==> src/rtl/ppfm_map.svh <==
// Constants for the port pin function multiplexer.
`ifndef PPFM_MAP_SVH
`define PPFM_MAP_SVH
`define PPFM_NUM_PINS 6
`define PPFM_SEL_W 2
`define PPFM_PIN_A10 0
`define PPFM_PIN_A11 1
`define PPFM_PIN_B0 2
`define PPFM_PIN_B1 3
`define PPFM_PIN_B2 4
`define PPFM_PIN_B3 5
`define PPFM_SEL_PORT 2'h0
`define PPFM_SEL_ALT1 2'h1
`define PPFM_SEL_ALT2 2'h2
`define PPFM_SEL_ALT3 2'h3
`define PPFM_RST_DIR 6'h00
`define PPFM_RST_PULLUP 6'h3F
`endif

==> src/rtl/ppfm_pkg.sv <==
// Types for the port pin function multiplexer.
package ppfm_pkg;
  typedef enum logic [1:0] {
    PPFM_FN_PORT,
    PPFM_FN_ALT1,
    PPFM_FN_ALT2,
    PPFM_FN_ALT3
  } ppfm_fn_e;
  typedef struct packed {
    logic clk_out;
    logic clk_oe;
    logic master;
    logic miso_out;
    logic miso_oe;
    logic mosi_out;
    logic mosi_oe;
  } ppfm_spi_drv_s;
  typedef struct packed {
    logic scl_out;
    logic scl_oe;
    logic sda_out;
    logic sda_oe;
  } ppfm_i2c_drv_s;
  typedef struct packed {
    logic ch2_out;
    logic ch2_oe;
    logic ch3_out;
    logic ch3_oe;
  } ppfm_tmr_drv_s;
endpackage

==> src/rtl/ppfm_mux.sv <==
// Pin function multiplexer for two Port A and four Port B pins.
//
// Summary of operation
// - Reset leaves every pin as input with pull-up
// - Port mode direction set per pin
// - Function chosen by system integration selects
// - Serial clock out as master, in as slave
// - Slave select marks transfer for this slave
// - Unselected slave releases master-in line
// - Slave data leads sampling edge by half
// - Master data leads sampling edge by half
// - Source A feeds outputs four and five
// - Source B feeds outputs two and three
`include "ppfm_map.svh"
`timescale 1ns/1ps
`default_nettype none
module ppfm_mux
  import ppfm_pkg::*;
#(
  parameter int NUM_PINS = `PPFM_NUM_PINS
) (
  input wire logic clk_sys,
  input wire logic reset_n,
  input wire logic [NUM_PINS-1:0][`PPFM_SEL_W-1:0] fn_select,
  input wire logic [NUM_PINS-1:0] port_dir_out,
  input wire logic [NUM_PINS-1:0] port_data_out,
  output logic [NUM_PINS-1:0] port_data_in,
  input wire logic [NUM_PINS-1:0] pad_in,
  output logic [NUM_PINS-1:0] pad_out,
  output logic [NUM_PINS-1:0] pad_oe_n,
  output logic [NUM_PINS-1:0] pad_pullup,
  input wire ppfm_spi_drv_s spi_drv,
  input wire ppfm_i2c_drv_s i2c_drv,
  input wire ppfm_tmr_drv_s tmr_drv,
  output logic serial_iface_clock_in,
  output logic serial_iface_slave_select,
  output logic serial_iface_master_in,
  output logic serial_iface_master_out_in,
  output logic i2c_scl_in,
  output logic i2c_sda_in,
  output logic timer_channel_two_in,
  output logic timer_channel_three_in,
  output logic ext_pwm_source_a,
  output logic ext_pwm_source_b,
  output logic pwm_pair_four_five_ext,
  output logic pwm_pair_two_three_ext
);
  // Selection codes per pin: ALT1/ALT2/ALT3 as listed below.
  // A10: ALT1 comparator input. A11: ALT1 comparator input.
  // B0: ALT1 serial clock, ALT2 I2C clock.
  // B1: ALT1 slave select, ALT2 I2C data.
  // B2: ALT1 master-in, ALT2 timer two, ALT3 source A.
  // B3: ALT1 master-out, ALT2 timer three, ALT3 source B.
  logic [NUM_PINS-1:0] pin_sync;
  logic [NUM_PINS-1:0] next_out;
  logic [NUM_PINS-1:0] next_oe;
  logic slave_sel;

  initial begin
    if (NUM_PINS != `PPFM_NUM_PINS) $error("ppfm_mux: pin map is fixed at six pins.");
  end

  ppfm_sync #(.WIDTH(NUM_PINS)) u_sync (
    .clk_sys(clk_sys),
    .reset_n(reset_n),
    .async_in(pad_in),
    .sync_out(pin_sync)
  );

  function automatic logic is_sel(input logic [`PPFM_SEL_W-1:0] s, input logic [`PPFM_SEL_W-1:0] c);
    return s == c;
  endfunction

  // Slave select pad is active low; only meaningful when routed.
  assign slave_sel = is_sel(fn_select[`PPFM_PIN_B1], `PPFM_SEL_ALT1) && !pin_sync[`PPFM_PIN_B1];

  always_comb begin
    for (int i = 0; i < NUM_PINS; i++) begin
      next_out[i] = port_data_out[i];
      next_oe[i] = port_dir_out[i];
    end
    // Comparator inputs are analog; the digital driver is released.
    if (!is_sel(fn_select[`PPFM_PIN_A10], `PPFM_SEL_PORT)) begin
      next_out[`PPFM_PIN_A10] = 1'h0;
      next_oe[`PPFM_PIN_A10] = 1'h0;
    end
    if (!is_sel(fn_select[`PPFM_PIN_A11], `PPFM_SEL_PORT)) begin
      next_out[`PPFM_PIN_A11] = 1'h0;
      next_oe[`PPFM_PIN_A11] = 1'h0;
    end
    case (fn_select[`PPFM_PIN_B0])
      `PPFM_SEL_ALT1: begin
        next_out[`PPFM_PIN_B0] = spi_drv.clk_out;
        next_oe[`PPFM_PIN_B0] = spi_drv.master && spi_drv.clk_oe;
      end
      `PPFM_SEL_ALT2: begin
        next_out[`PPFM_PIN_B0] = i2c_drv.scl_out;
        next_oe[`PPFM_PIN_B0] = i2c_drv.scl_oe;
      end
      `PPFM_SEL_PORT: begin
      end
      default: begin
        next_out[`PPFM_PIN_B0] = 1'h0;
        next_oe[`PPFM_PIN_B0] = 1'h0;
      end
    endcase
    case (fn_select[`PPFM_PIN_B1])
      `PPFM_SEL_ALT1: begin
        next_out[`PPFM_PIN_B1] = 1'h0;
        next_oe[`PPFM_PIN_B1] = 1'h0;
      end
      `PPFM_SEL_ALT2: begin
        next_out[`PPFM_PIN_B1] = i2c_drv.sda_out;
        next_oe[`PPFM_PIN_B1] = i2c_drv.sda_oe;
      end
      `PPFM_SEL_PORT: begin
      end
      default: begin
        next_out[`PPFM_PIN_B1] = 1'h0;
        next_oe[`PPFM_PIN_B1] = 1'h0;
      end
    endcase
    case (fn_select[`PPFM_PIN_B2])
      `PPFM_SEL_ALT1: begin
        // The shifter updates the data half a clock ahead of the sample edge.
        next_out[`PPFM_PIN_B2] = spi_drv.miso_out;
        // A master listens here; an unselected slave floats the line.
        next_oe[`PPFM_PIN_B2] = !spi_drv.master && slave_sel && spi_drv.miso_oe;
      end
      `PPFM_SEL_ALT2: begin
        next_out[`PPFM_PIN_B2] = tmr_drv.ch2_out;
        next_oe[`PPFM_PIN_B2] = tmr_drv.ch2_oe;
      end
      `PPFM_SEL_ALT3: begin
        next_out[`PPFM_PIN_B2] = 1'h0;
        next_oe[`PPFM_PIN_B2] = 1'h0;
      end
      default: begin
      end
    endcase
    case (fn_select[`PPFM_PIN_B3])
      `PPFM_SEL_ALT1: begin
        next_out[`PPFM_PIN_B3] = spi_drv.mosi_out;
        next_oe[`PPFM_PIN_B3] = spi_drv.master && spi_drv.mosi_oe;
      end
      `PPFM_SEL_ALT2: begin
        next_out[`PPFM_PIN_B3] = tmr_drv.ch3_out;
        next_oe[`PPFM_PIN_B3] = tmr_drv.ch3_oe;
      end
      `PPFM_SEL_ALT3: begin
        next_out[`PPFM_PIN_B3] = 1'h0;
        next_oe[`PPFM_PIN_B3] = 1'h0;
      end
      default: begin
      end
    endcase
  end

  // Pad drive is registered so the pads never see combinational glitches.
  always_ff @(posedge clk_sys) begin
    if (!reset_n) begin
      pad_out <= '0;
      pad_oe_n <= ~`PPFM_RST_DIR;
      pad_pullup <= `PPFM_RST_PULLUP;
    end else begin
      pad_out <= next_out;
      pad_oe_n <= ~next_oe;
      pad_pullup <= ~next_oe;
    end
  end

  // Peripheral-side inputs; all but port_data_in are gated to their idle level when not routed.
  always_ff @(posedge clk_sys) begin
    if (!reset_n) begin
      port_data_in <= '0;
      serial_iface_clock_in <= 1'h0;
      serial_iface_slave_select <= 1'h0;
      serial_iface_master_in <= 1'h0;
      serial_iface_master_out_in <= 1'h0;
      i2c_scl_in <= 1'h1;
      i2c_sda_in <= 1'h1;
      timer_channel_two_in <= 1'h0;
      timer_channel_three_in <= 1'h0;
      ext_pwm_source_a <= 1'h0;
      ext_pwm_source_b <= 1'h0;
      pwm_pair_four_five_ext <= 1'h0;
      pwm_pair_two_three_ext <= 1'h0;
    end else begin
      port_data_in <= pin_sync;
      serial_iface_clock_in <= is_sel(fn_select[`PPFM_PIN_B0], `PPFM_SEL_ALT1)
        && !spi_drv.master && pin_sync[`PPFM_PIN_B0];
      serial_iface_slave_select <= slave_sel;
      serial_iface_master_in <= is_sel(fn_select[`PPFM_PIN_B2], `PPFM_SEL_ALT1)
        && spi_drv.master && pin_sync[`PPFM_PIN_B2];
      serial_iface_master_out_in <= is_sel(fn_select[`PPFM_PIN_B3], `PPFM_SEL_ALT1)
        && !spi_drv.master && pin_sync[`PPFM_PIN_B3];
      i2c_scl_in <= !is_sel(fn_select[`PPFM_PIN_B0], `PPFM_SEL_ALT2) || pin_sync[`PPFM_PIN_B0];
      i2c_sda_in <= !is_sel(fn_select[`PPFM_PIN_B1], `PPFM_SEL_ALT2) || pin_sync[`PPFM_PIN_B1];
      timer_channel_two_in <= is_sel(fn_select[`PPFM_PIN_B2], `PPFM_SEL_ALT2)
        && pin_sync[`PPFM_PIN_B2];
      timer_channel_three_in <= is_sel(fn_select[`PPFM_PIN_B3], `PPFM_SEL_ALT2)
        && pin_sync[`PPFM_PIN_B3];
      ext_pwm_source_a <= is_sel(fn_select[`PPFM_PIN_B2], `PPFM_SEL_ALT3)
        && pin_sync[`PPFM_PIN_B2];
      ext_pwm_source_b <= is_sel(fn_select[`PPFM_PIN_B3], `PPFM_SEL_ALT3)
        && pin_sync[`PPFM_PIN_B3];
      pwm_pair_four_five_ext <= is_sel(fn_select[`PPFM_PIN_B2], `PPFM_SEL_ALT3);
      pwm_pair_two_three_ext <= is_sel(fn_select[`PPFM_PIN_B3], `PPFM_SEL_ALT3);
    end
  end

  a_reset_input: assert property (@(posedge clk_sys) !reset_n |=> pad_oe_n == '1 && pad_pullup == '1)
    else $error("Pins not input with pull-up after reset.");
  a_port_dir: assert property (@(posedge clk_sys) disable iff (!reset_n)
    is_sel(fn_select[`PPFM_PIN_A10], `PPFM_SEL_PORT) |=> pad_oe_n[`PPFM_PIN_A10] == !$past(port_dir_out[`PPFM_PIN_A10]))
    else $error("Port direction not followed.");
  a_clk_master: assert property (@(posedge clk_sys) disable iff (!reset_n)
    is_sel(fn_select[`PPFM_PIN_B0], `PPFM_SEL_ALT1) && spi_drv.master && spi_drv.clk_oe |=> !pad_oe_n[`PPFM_PIN_B0])
    else $error("Master clock not driven.");
  a_clk_slave: assert property (@(posedge clk_sys) disable iff (!reset_n)
    is_sel(fn_select[`PPFM_PIN_B0], `PPFM_SEL_ALT1) && !spi_drv.master |=> pad_oe_n[`PPFM_PIN_B0])
    else $error("Slave drives serial clock.");
  a_miso_float: assert property (@(posedge clk_sys) disable iff (!reset_n)
    !slave_sel |=> pad_oe_n[`PPFM_PIN_B2] || !$past(is_sel(fn_select[`PPFM_PIN_B2], `PPFM_SEL_ALT1)))
    else $error("Unselected slave drives master-in line.");
  a_miso_data: assert property (@(posedge clk_sys) disable iff (!reset_n)
    is_sel(fn_select[`PPFM_PIN_B2], `PPFM_SEL_ALT1) |=> pad_out[`PPFM_PIN_B2] == $past(spi_drv.miso_out))
    else $error("Master-in data not forwarded.");
  a_mosi_data: assert property (@(posedge clk_sys) disable iff (!reset_n)
    is_sel(fn_select[`PPFM_PIN_B3], `PPFM_SEL_ALT1) |=> pad_out[`PPFM_PIN_B3] == $past(spi_drv.mosi_out))
    else $error("Master-out data not forwarded.");
  a_src_a: assert property (@(posedge clk_sys) disable iff (!reset_n)
    is_sel(fn_select[`PPFM_PIN_B2], `PPFM_SEL_ALT3) ##1 is_sel(fn_select[`PPFM_PIN_B2], `PPFM_SEL_ALT3)
    |=> ext_pwm_source_a == $past(pin_sync[`PPFM_PIN_B2]) && pwm_pair_four_five_ext)
    else $error("Source A not delivered.");
  a_src_b: assert property (@(posedge clk_sys) disable iff (!reset_n)
    is_sel(fn_select[`PPFM_PIN_B3], `PPFM_SEL_ALT3) |=> ext_pwm_source_b == $past(pin_sync[`PPFM_PIN_B3]))
    else $error("Source B not delivered.");
  a_sel_flag: assert property (@(posedge clk_sys) disable iff (!reset_n)
    slave_sel |=> serial_iface_slave_select)
    else $error("Slave select not reported.");
  c_spi_master: cover property (@(posedge clk_sys) spi_drv.master && !pad_oe_n[`PPFM_PIN_B0]);
  c_slave_sel: cover property (@(posedge clk_sys) serial_iface_slave_select && !pad_oe_n[`PPFM_PIN_B2]);
  c_src_a: cover property (@(posedge clk_sys) ext_pwm_source_a);
  c_i2c: cover property (@(posedge clk_sys) !i2c_sda_in);
endmodule
`default_nettype wire

==> src/rtl/ppfm_sync.sv <==
// Two-stage synchroniser for the pad inputs.
`timescale 1ns/1ps
`default_nettype none
module ppfm_sync #(
  parameter int WIDTH = 6
) (
  input wire logic clk_sys,
  input wire logic reset_n,
  input wire logic [WIDTH-1:0] async_in,
  output logic [WIDTH-1:0] sync_out
);
  logic [WIDTH-1:0] stage1;
  initial begin
    if (WIDTH < 1) $error("ppfm_sync: WIDTH must be positive.");
  end
  always_ff @(posedge clk_sys) begin
    if (!reset_n) begin
      // Start at the pulled-up pad level, so no false low appears on release.
      stage1 <= '1;
      sync_out <= '1;
    end else begin
      stage1 <= async_in;
      sync_out <= stage1;
    end
  end
endmodule
`default_nettype wire

==> config.mk <==
export PLATFORM = sky130hd
export DESIGN_NAME = ppfm_mux
export DESIGN_NICKNAME = d
export VERILOG_FILES = /design/src/rtl/ppfm_pkg.sv /design/src/rtl/ppfm_mux.sv /design/src/rtl/ppfm_sync.sv
export VERILOG_INCLUDE_DIRS = /design/src /design/src/rtl
export SDC_FILE = /design/constraint.sdc
export NUM_CORES = 1
export LEC_CHECK = 0
export ABC_AREA = 1
export BUFFER_PORTS_ARGS = -buffer_cell sky130_fd_sc_hd__buf_4
export CORE_ASPECT_RATIO = 1.4
export CORE_MARGIN = 4
export CORE_UTILIZATION = 45
export DETAILED_ROUTE_END_ITERATION = 7
export PLACE_DENSITY = 0.89
export SYNTH_ARGS = -nofsm -noshare
export SYNTH_HDL_FRONTEND = slang
export SYNTH_HIERARCHICAL = 1
export SYNTH_SLANG_ARGS = --single-unit
==> constraint.sdc <==
create_clock -name clk_sys -period 1.4 [get_ports clk_sys]
set_clock_uncertainty 0.05 [all_clocks]
set_input_delay 0.14 -clock clk_sys [delete_from_list [all_inputs] [get_ports clk_sys]]
set_output_delay 0.14 -clock clk_sys [all_outputs]
set_load 0.005 [all_outputs]
**Word level (Yosys, flattened, before mapping)**

Index checks and enable logic that the tools add are counted.

- Flip-flop bits (word level): 42
- Input bits: 47
- Output and inout bits: 36

- Equality and inequality tests: 10
- Mux-type cells: 10
- Bitwise logic cells: 1
- Reduce and logical (&&, ||, !) cells: 27

Operators by type and width:

| operator | number |
|---|---|
| $pmux W1 S3 | 6 |
| $logic_and A1 B1 Y1 | 15 |
| $eq A2 B2 Y1 const B | 6 |
| $eq A2 B1 Y1 const B | 4 |
| $logic_not A2 Y1 | 4 |
| $not A6 Y6 | 1 |
| $logic_not A1 Y1 | 4 |
| $pmux W1 S2 | 2 |
| $reduce_and A2 Y1 | 2 |
| $logic_or A1 B1 Y1 | 2 |
| $mux W1 | 2 |

**Longest topological paths before layout**

Gate-level depths: netlist (run 1).

- Depth in word-level cells: 6
- Mapped depth: 6
- Depth with buffers taken out: 6

**Cells and area by module**

Netlist (run 1), hierarchy kept.

Modules (own cells, without submodules):

| module | times used | cells an instance | area an instance (um^2) |
|---|---|---|---|
| ppfm_mux | 1 | 133 | 1063.5 |
| ppfm_sync | 1 | 37 | 341.6 |

**Worst setup path before layout (run 1)**

Ideal clock, no wire load.

- Path kind: reg-to-reg
- Start point: reg u_sync.sync_out[3]
- End point: reg pad_pullup[4]
- Library setup time: 0.115 ns
- Arrival time: 0.530 ns
- Setup slack: 0.705 ns
- Cell stages (with the launch flop): 5
- Buffers on the path: 0
- Period minus slack after synthesis: 0.695 ns
- Path through: dfxtp_1 -> nor2_1 -> nand2_1 -> nand2_1 -> nand2_1

- Cells in the longest elaborated chain, start to end: 6

RTL lines:

| item | RTL line | text |
|---|---|---|
| start, declared | ppfm_sync.sv:10 | `output logic [WIDTH-1:0] sync_out` |
| start signal, assigned | ppfm_sync.sv:23 | `sync_out <= stage1;` |
| $logic_not A1 Y1 | ppfm_mux.sv:75 | `` assign slave_sel = is_sel(fn_select[`PPFM_PIN_B1], `PPFM_SEL_ALT1) && !pin_sync[`PPFM_PIN_B1]; `` |
| $logic_and A1 B1 Y1 | ppfm_mux.sv:75 |  |
| $logic_and A1 B1 Y1 (2 in a row) | ppfm_mux.sv:128 | `` next_oe[`PPFM_PIN_B2] = !spi_drv.master && slave_sel && spi_drv.miso_oe; `` |
| $pmux W1 S3 | ppfm_mux.sv:123 | `` case (fn_select[`PPFM_PIN_B2]) `` |
| $not A6 Y6 | ppfm_mux.sv:168 | `pad_pullup <= ~next_oe;` |
| end signal, assigned | ppfm_mux.sv:164 | `` pad_pullup <= `PPFM_RST_PULLUP; `` |
| end signal, assigned | ppfm_mux.sv:168 |  |
| end, declared | ppfm_mux.sv:31 | `output logic [NUM_PINS-1:0] pad_pullup,` |

Every way passes these cells.
A chain may end at the register's enable or synchronous reset.

**Final worst setup path (run 1)**

- Start point: in port_dir_out[0]
- End point: reg pad_pullup[0]

- Cells in the longest elaborated chain, start to end: 2

RTL lines:

| item | RTL line | text |
|---|---|---|
| start, declared | ppfm_mux.sv:25 | `input wire logic [NUM_PINS-1:0] port_dir_out,` |
| $mux W1 | ppfm_mux.sv:83 | `` if (!is_sel(fn_select[`PPFM_PIN_A10], `PPFM_SEL_PORT)) begin `` |
| $not A6 Y6 | ppfm_mux.sv:168 |  |

Every way passes these cells.

==> results of run 1 <==
## cell families (layout without fill, tap and decap cells)
kind of cell    Yosys count  count (layout)  synth area share [%]
compound gates            5               5                  1.78
buf+inv                  41             135                  13.6
flops                    42              42                  59.8
simple gates             82              82                  24.8
## through the flow
step	setup slack [ns]	cells	util [%]	hold slack (ns)
after floorplan	0.705	170	-	0.159
after global placement	0.447	280	68.0	0.259
after detailed placement	0.400	280	68.0	0.263
after CTS	0.149	300	75.7	0.00244
after global routing	0.128	301	76.0	0.0155
final	0.137	301	76.0	0.0137
## cells in the final DEF (no fill, tap or decap)
| master | count |
|---|---|
| a21oi_1 | 2 |
| and3_1 | 2 |
| buf_4 | 82 |
| bufinv_16 | 1 |
| clkbuf_1 | 2 |
| clkbuf_8 | 5 |
| dfxtp_1 | 42 |
| dlygate4sd3_1 | 13 |
| inv_1 | 32 |
| nand2_1 | 41 |
| nand3_1 | 17 |
| nand4_1 | 1 |
| nor2_1 | 13 |
| nor3_1 | 7 |
| nor4_1 | 1 |
| o21ai_0 | 2 |
| o21ai_1 | 1 |
## per-layer routing
metal | wire, µm | vias up | global-route usage [%]
met2 | 1930 | 60 | 33.4
met1 | 1320 | 601 | 16.9
met4 | 85 | 0 | 9.73
met5 | 0 | - | 0
met3 | 246 | 8 | 5.56
li1 | - | 691 | -
## worst max-delay path, cell delays in order
cell and delay, ns:
dlygate4sd3_1 0.53, buf_4 0.10, nand3_1 0.06, dlygate4sd3_1 0.56
## state kept, by name (all words and copies together) (netlist names), 6 cells and up
name and flops:
port_data_in 6, u_sync/stage1 6, pad_out 6, u_sync/sync_out 6, pad_pullup 6
## what timing repair did
| action | CTS | global route |
|---|---|---|
| resized for setup | 0 | 0 |
| hold buffers | 12 | 1 |
| endpoints found under the setup margin | 0 | 0 |
| hold endpoints to repair | 10 | 1 |
## final timing paths
path | startpoint | end | slack [ns] | cells past startpoint
max reg2reg | u_sync/sync_out[2] | serial_iface_clock_in | 0.59 | 2
max | port_dir_out[0] | pad_pullup[0] | 0.14 | 4
min | fn_select[10] | timer_channel_three_in | 0.01 | 2
min reg2reg | u_sync/stage1[2] | u_sync/sync_out[2] | 0.35 | 2
## area by class of cell
| cell class | count | area, µm² |
|---|---|---|
| clock buffers | 7 | 76.3 |
| clock inverters | 1 | 30.0 |
| fillers | 213 | 703 |
| inverters | 32 | 120 |
| multi-input cells | 87 | 373 |
| flip-flops and latches | 42 | 841 |
| well taps | 37 | 46.3 |
| repair buffers | 95 | 746 |
## power breakdown
group	internal (mW)	switching, mW	leakage (nW)
sequential	1.25	0.0179	0.347
combinational	0.188	0.127	0.808
clock	0.533	0.374	0.0524
==> reports/qor.csv, run 1 <==
stage,metric,value,unit
run_status,status,completed,
drt,Vias,1360,
placement,gpl congestion,0.812,
synth,ys async rst share,0,%
clock_tree,clock buffer depth,2,
timing,Worst Max-Slew Pin Slew,0.307,ns
power,Static Leakage,1.21,nW
drt,1st-pass router iterations,4,
synth,Cells after Synth,170,
power,total power,2.49,mW
global_route,number of global-route vias before repair,1281,
die,Die Ht,74.1,µm
worst_setup_path,CP startpoint kind,input pin,
synth,syn_area_per_cell,8.27,µm²
die,core footprint,2940,µm²
placement,placed cell area,2000,µm²
cells_and_area,share of cells above drive strength 1,33.3,%
worst_setup_path,crit path DAT,1.39,ns
cells_and_area,area grow syn2layout,58.9,%
hold_path,Worst Hold Class,in -> reg,
global_route,initial antenna violation count,0,
timing,RSZ-0062 raised after global routing,false,
timing,Pins Over Slew Limit,0,
synth,synth cell count leaders,"dfxtp_1, nand2_1, inv_1",
worst_setup_path,"Data required, critical path",1.53,ns
power,Cell Pwr Density,1110,nW/µm²
drt,"antenna viol nets, final",0,
clock_tree,postcts setup bufs,0,
die,Die W,55.2,µm
synth,Synth cell types,14,
synth,share of the synthesized area in the top cell type,59.8,%
timing,setup TNS,0,ns
timing,setup violators final,0,
die,Std-Cell Rows,23,
cells_and_area,design area,2230,µm²
timing,fin crit share,90.2,%
timing,Fmax achieved,0.791,GHz
synth,yosys warns,6,
clock_tree,CTS Buf Count,5,
drt,DR DRC count,0,
synth,Mapped Area,1410,µm²
clock_tree,CTS tree,built,
synth,post-synthesis register bit count,42,
synth,Post-synth EDFFs,0,
clock_tree,CTS HTree Levels,2,
power,Peak VDD IR,1.07,mV
worst_setup_path,worst setup path class,in -> reg,
clock_tree,worst skew pair latency,0.29,ns
synth,largest area contributor in the netlist,dfxtp_1,
drt,vias per std cell,4.52,
cells_and_area,# diodes,0,
drt,1st-iter DRT viols,46,
placement,PortBufs,82,
drt,DR WL/cell,11.9,µm
die,die area,4090,µm²
clock_tree,clock root buffer,clkbuf_8,
synth,"Seq/Total Area, Yosys",59.8,%
global_route,largest net degree at the start of global routing,30,
die,initial core utilization,47.9,%
global_route,first-pass GRT wire length,5530,µm
global_route,Global Route Usage Sum,17.6,%
clock_tree,clock-pin slew of the registers on the worst-case setup and hold paths,0.07,ns
drt,final wirelength,3590,µm
job,Max Cap Violations,0,
timing,Tmin final,1.26,ns
synth,Synthesized Nets,217,
global_route,Overflow after GRT,0,
worst_setup_path,crit-path max FO,1,
synth,Post-synth top flop,dfxtp_1,
placement,Post-DP HPWL,2610,µm
worst_setup_path,critical path endpoint category,register,
cells_and_area,Final nets,310,
clock_tree,CTS Sinks,42,
timing,relative slew slack,79.3,%
timing,Hold Fails Final Rpt,0,
die,IO Count,83,
synth,top post-synthesis cells by area,"dfxtp_1, nand2_1, inv_1, nand3_1, buf_4",
synth,top-count cell post-synth,dfxtp_1,
(Power assumes the default switching activity.)
==> run 2: changes to the inputs <==
--- a/config.mk
+++ b/config.mk
@@ -9,10 +9,10 @@
 export ABC_AREA = 1
 export BUFFER_PORTS_ARGS = -buffer_cell sky130_fd_sc_hd__buf_4
 export CORE_ASPECT_RATIO = 1.4
-export CORE_MARGIN = 4
+export CORE_MARGIN = 2
 export CORE_UTILIZATION = 45
 export DETAILED_ROUTE_END_ITERATION = 7
-export PLACE_DENSITY = 0.89
+export PLACE_DENSITY = 0.88
 export SYNTH_ARGS = -nofsm -noshare
 export SYNTH_HDL_FRONTEND = slang
 export SYNTH_HIERARCHICAL = 1
==> run 2 against run 1 <==
Effect of this change: design area is 0.56% lower; cell count up 0.66%; clock-buffer cell count did not move; largest power group unchanged; global-route usage increased by 3.1 points; total power is 5.6% lower; worst hold slack got worse by 0.0044 ns.
==> reports/qor.csv, run 2 (synthesis results as in run 1) <==
stage,metric,value,unit
drt,DR DRC count,0,
global_route,Global Route Usage Sum,20.7,%
die,core footprint,3060,µm²
timing,Pins Over Slew Limit,0,
clock_tree,CTS Sinks,42,
power,total power,2.35,mW
timing,RSZ-0062 raised after global routing,false,
clock_tree,clock buffer depth,2,
cells_and_area,Final nets,310,
drt,vias per std cell,4.44,
die,Die W,51.2,µm
power,Static Leakage,1.20,nW
timing,setup violators final,0,
die,IO Count,83,
cells_and_area,fin util,72.5,%
timing,Worst Max-Slew Pin Slew,0.250,ns
clock_tree,CTS tree,built,
cells_and_area,design area,2220,µm²
clock_tree,CTS HTree Levels,2,
worst_setup_path,crit path DAT,1.40,ns
die,initial core utilization,45.9,%
cells_and_area,"most common cell after layout, fill and taps aside",buf_4,
global_route,largest net degree at the start of global routing,30,
worst_setup_path,CP startpoint kind,input pin,
timing,Hold Fails Final Rpt,0,
drt,met3 WL post-DR,272,µm
drt,DR WL/cell,11.0,µm
timing,Fmax achieved,0.785,GHz
hold_path,Worst Hold Class,in -> reg,
worst_setup_path,worst setup path class,in -> reg,
timing,Tmin final,1.27,ns
power,Peak VDD IR,0.844,mV
drt,1st-pass router iterations,4,
cells_and_area,share of cells above drive strength 1,33.7,%
job,Max Cap Violations,0,
drt,"antenna viol nets, final",0,
placement,PortBufs,82,
cells_and_area,area grow syn2layout,58.0,%
run_status,status,completed,
drt,Vias,1344,
drt,met2 wire length,1840,µm
clock_tree,clock-pin slew of the registers on the worst-case setup and hold paths,0.07,ns
worst_setup_path,"Data required, critical path",1.53,ns
worst_setup_path,"Cell Chain, Critical Path",dlygate4sd3_1 > buf_4 > nand3_1 > dlygate4sd3_1,
clock_tree,clock root buffer,clkbuf_8,
timing,relative slew slack,83.2,%
worst_setup_path,critical-path cell with the highest stage delay,dlygate4sd3_1,
cells_and_area,register area,841,µm²
placement,Post-DP HPWL,2460,µm
clock_tree,post_cts resized,0,
power,Cell Pwr Density,1060,nW/µm²
placement,placed cell area,2000,µm²
global_route,number of global-route vias before repair,1278,
timing,setup TNS,0,ns
cells_and_area,Fill cells,252,
drt,met1 WL,1140,µm
placement,gpl congestion,0.742,
global_route,Overflow after GRT,0,
cells_and_area,most frequent cells in the layout,"buf_4, dfxtp_1, nand2_1",
worst_setup_path,"slowest stage delay, CP",0.58,ns
global_route,first-pass GRT wire length,5380,µm
timing,fin crit share,91.0,%
die,Die Ht,70.1,µm
worst_setup_path,crit path buf inv count,3,
worst_setup_path,"Top cell by count, worst path",dlygate4sd3_1,
die,Std-Cell Rows,24,
cells_and_area,# diodes,0,
worst_setup_path,crit-path max FO,1,
clock_tree,CTS Buf Count,5,
clock_tree,worst skew pair latency,0.29,ns
drt,top layer in use,met4,
global_route,initial antenna violation count,0,
worst_setup_path,CP top delay family,buffers and inverters,
die,die area,3590,µm²
worst_setup_path,critical path endpoint category,register,
drt,1st-iter DRT viols,23,
cells_and_area,multi-input logic area,373,µm²
drt,final wirelength,3340,µm
==> run 2: final cells by class <==
class / instances / share of cell area, %
Sequential cell: 42 / 37.9
Clock inverter: 1 / 0.225
Clock buffer: 7 / 3.89
Timing Repair Buffer: 95 / 33.6
Inverter: 32 / 5.41
Multi-Input combinational cell: 87 / 16.8
Tap cell: 39 / 2.20
==> run 2: through the flow <==
| stage | std cells | worst slack (ns) | hold WS (ns) |
|---|---|---|---|
| after floorplan | 170 | 0.705 | 0.159 |
| after global placement | 282 | 0.450 | 0.261 |
| after detailed placement | 282 | 0.369 | 0.264 |
| after CTS | 303 | 0.161 | 0.000648 |
| after global routing | 303 | 0.0876 | 0.00628 |
| final | 303 | 0.126 | 0.00925 |
==> run 2: timing repair <==
| action | in CTS | in global routing |
|---|---|---|
| setup buffers | 0 | 0 |
| hold buffers | 13 | 0 |
| hold endpoints to repair | 11 | 0 |
==> run 2: power breakdown <==
group | internal, mW | leakage, nW | switching, mW
registers | 1.25 | 0.347 | 0.0175
clock network | 0.397 | 0.0482 | 0.373
logic | 0.188 | 0.808 | 0.125
total | 1.83 | 1.20 | 0.515
==> run 2: layer usage <==
metal | vias to the layer above | GRT usage [%]
li1 | 697 | -
met2 | 54 | 36.8
met5 | - | 0
met3 | 6 | 7.48
met1 | 587 | 20.0
met4 | 0 | 11.4
==> run 2: worst register-to-register path: stages (launching register included) <==
cell	delay (ns)
dfxtp_1	0.34
nor2_1	0.13
nand2_1	0.06
nand2_1	0.06
nand2_1	0.06
==> run 2: final timing paths <==
kind                      startpoint                     end  cells past startpoint  slack (ns)
hold reg to reg     u_sync/stage1[0]      u_sync/sync_out[0]                      2        0.35
setup reg to reg  u_sync/sync_out[3]           pad_pullup[4]                      4        0.58
setup / recovery     port_dir_out[0]           pad_pullup[0]                      4        0.13
hold / removal         fn_select[10]  timer_channel_three_in                      2       0.009
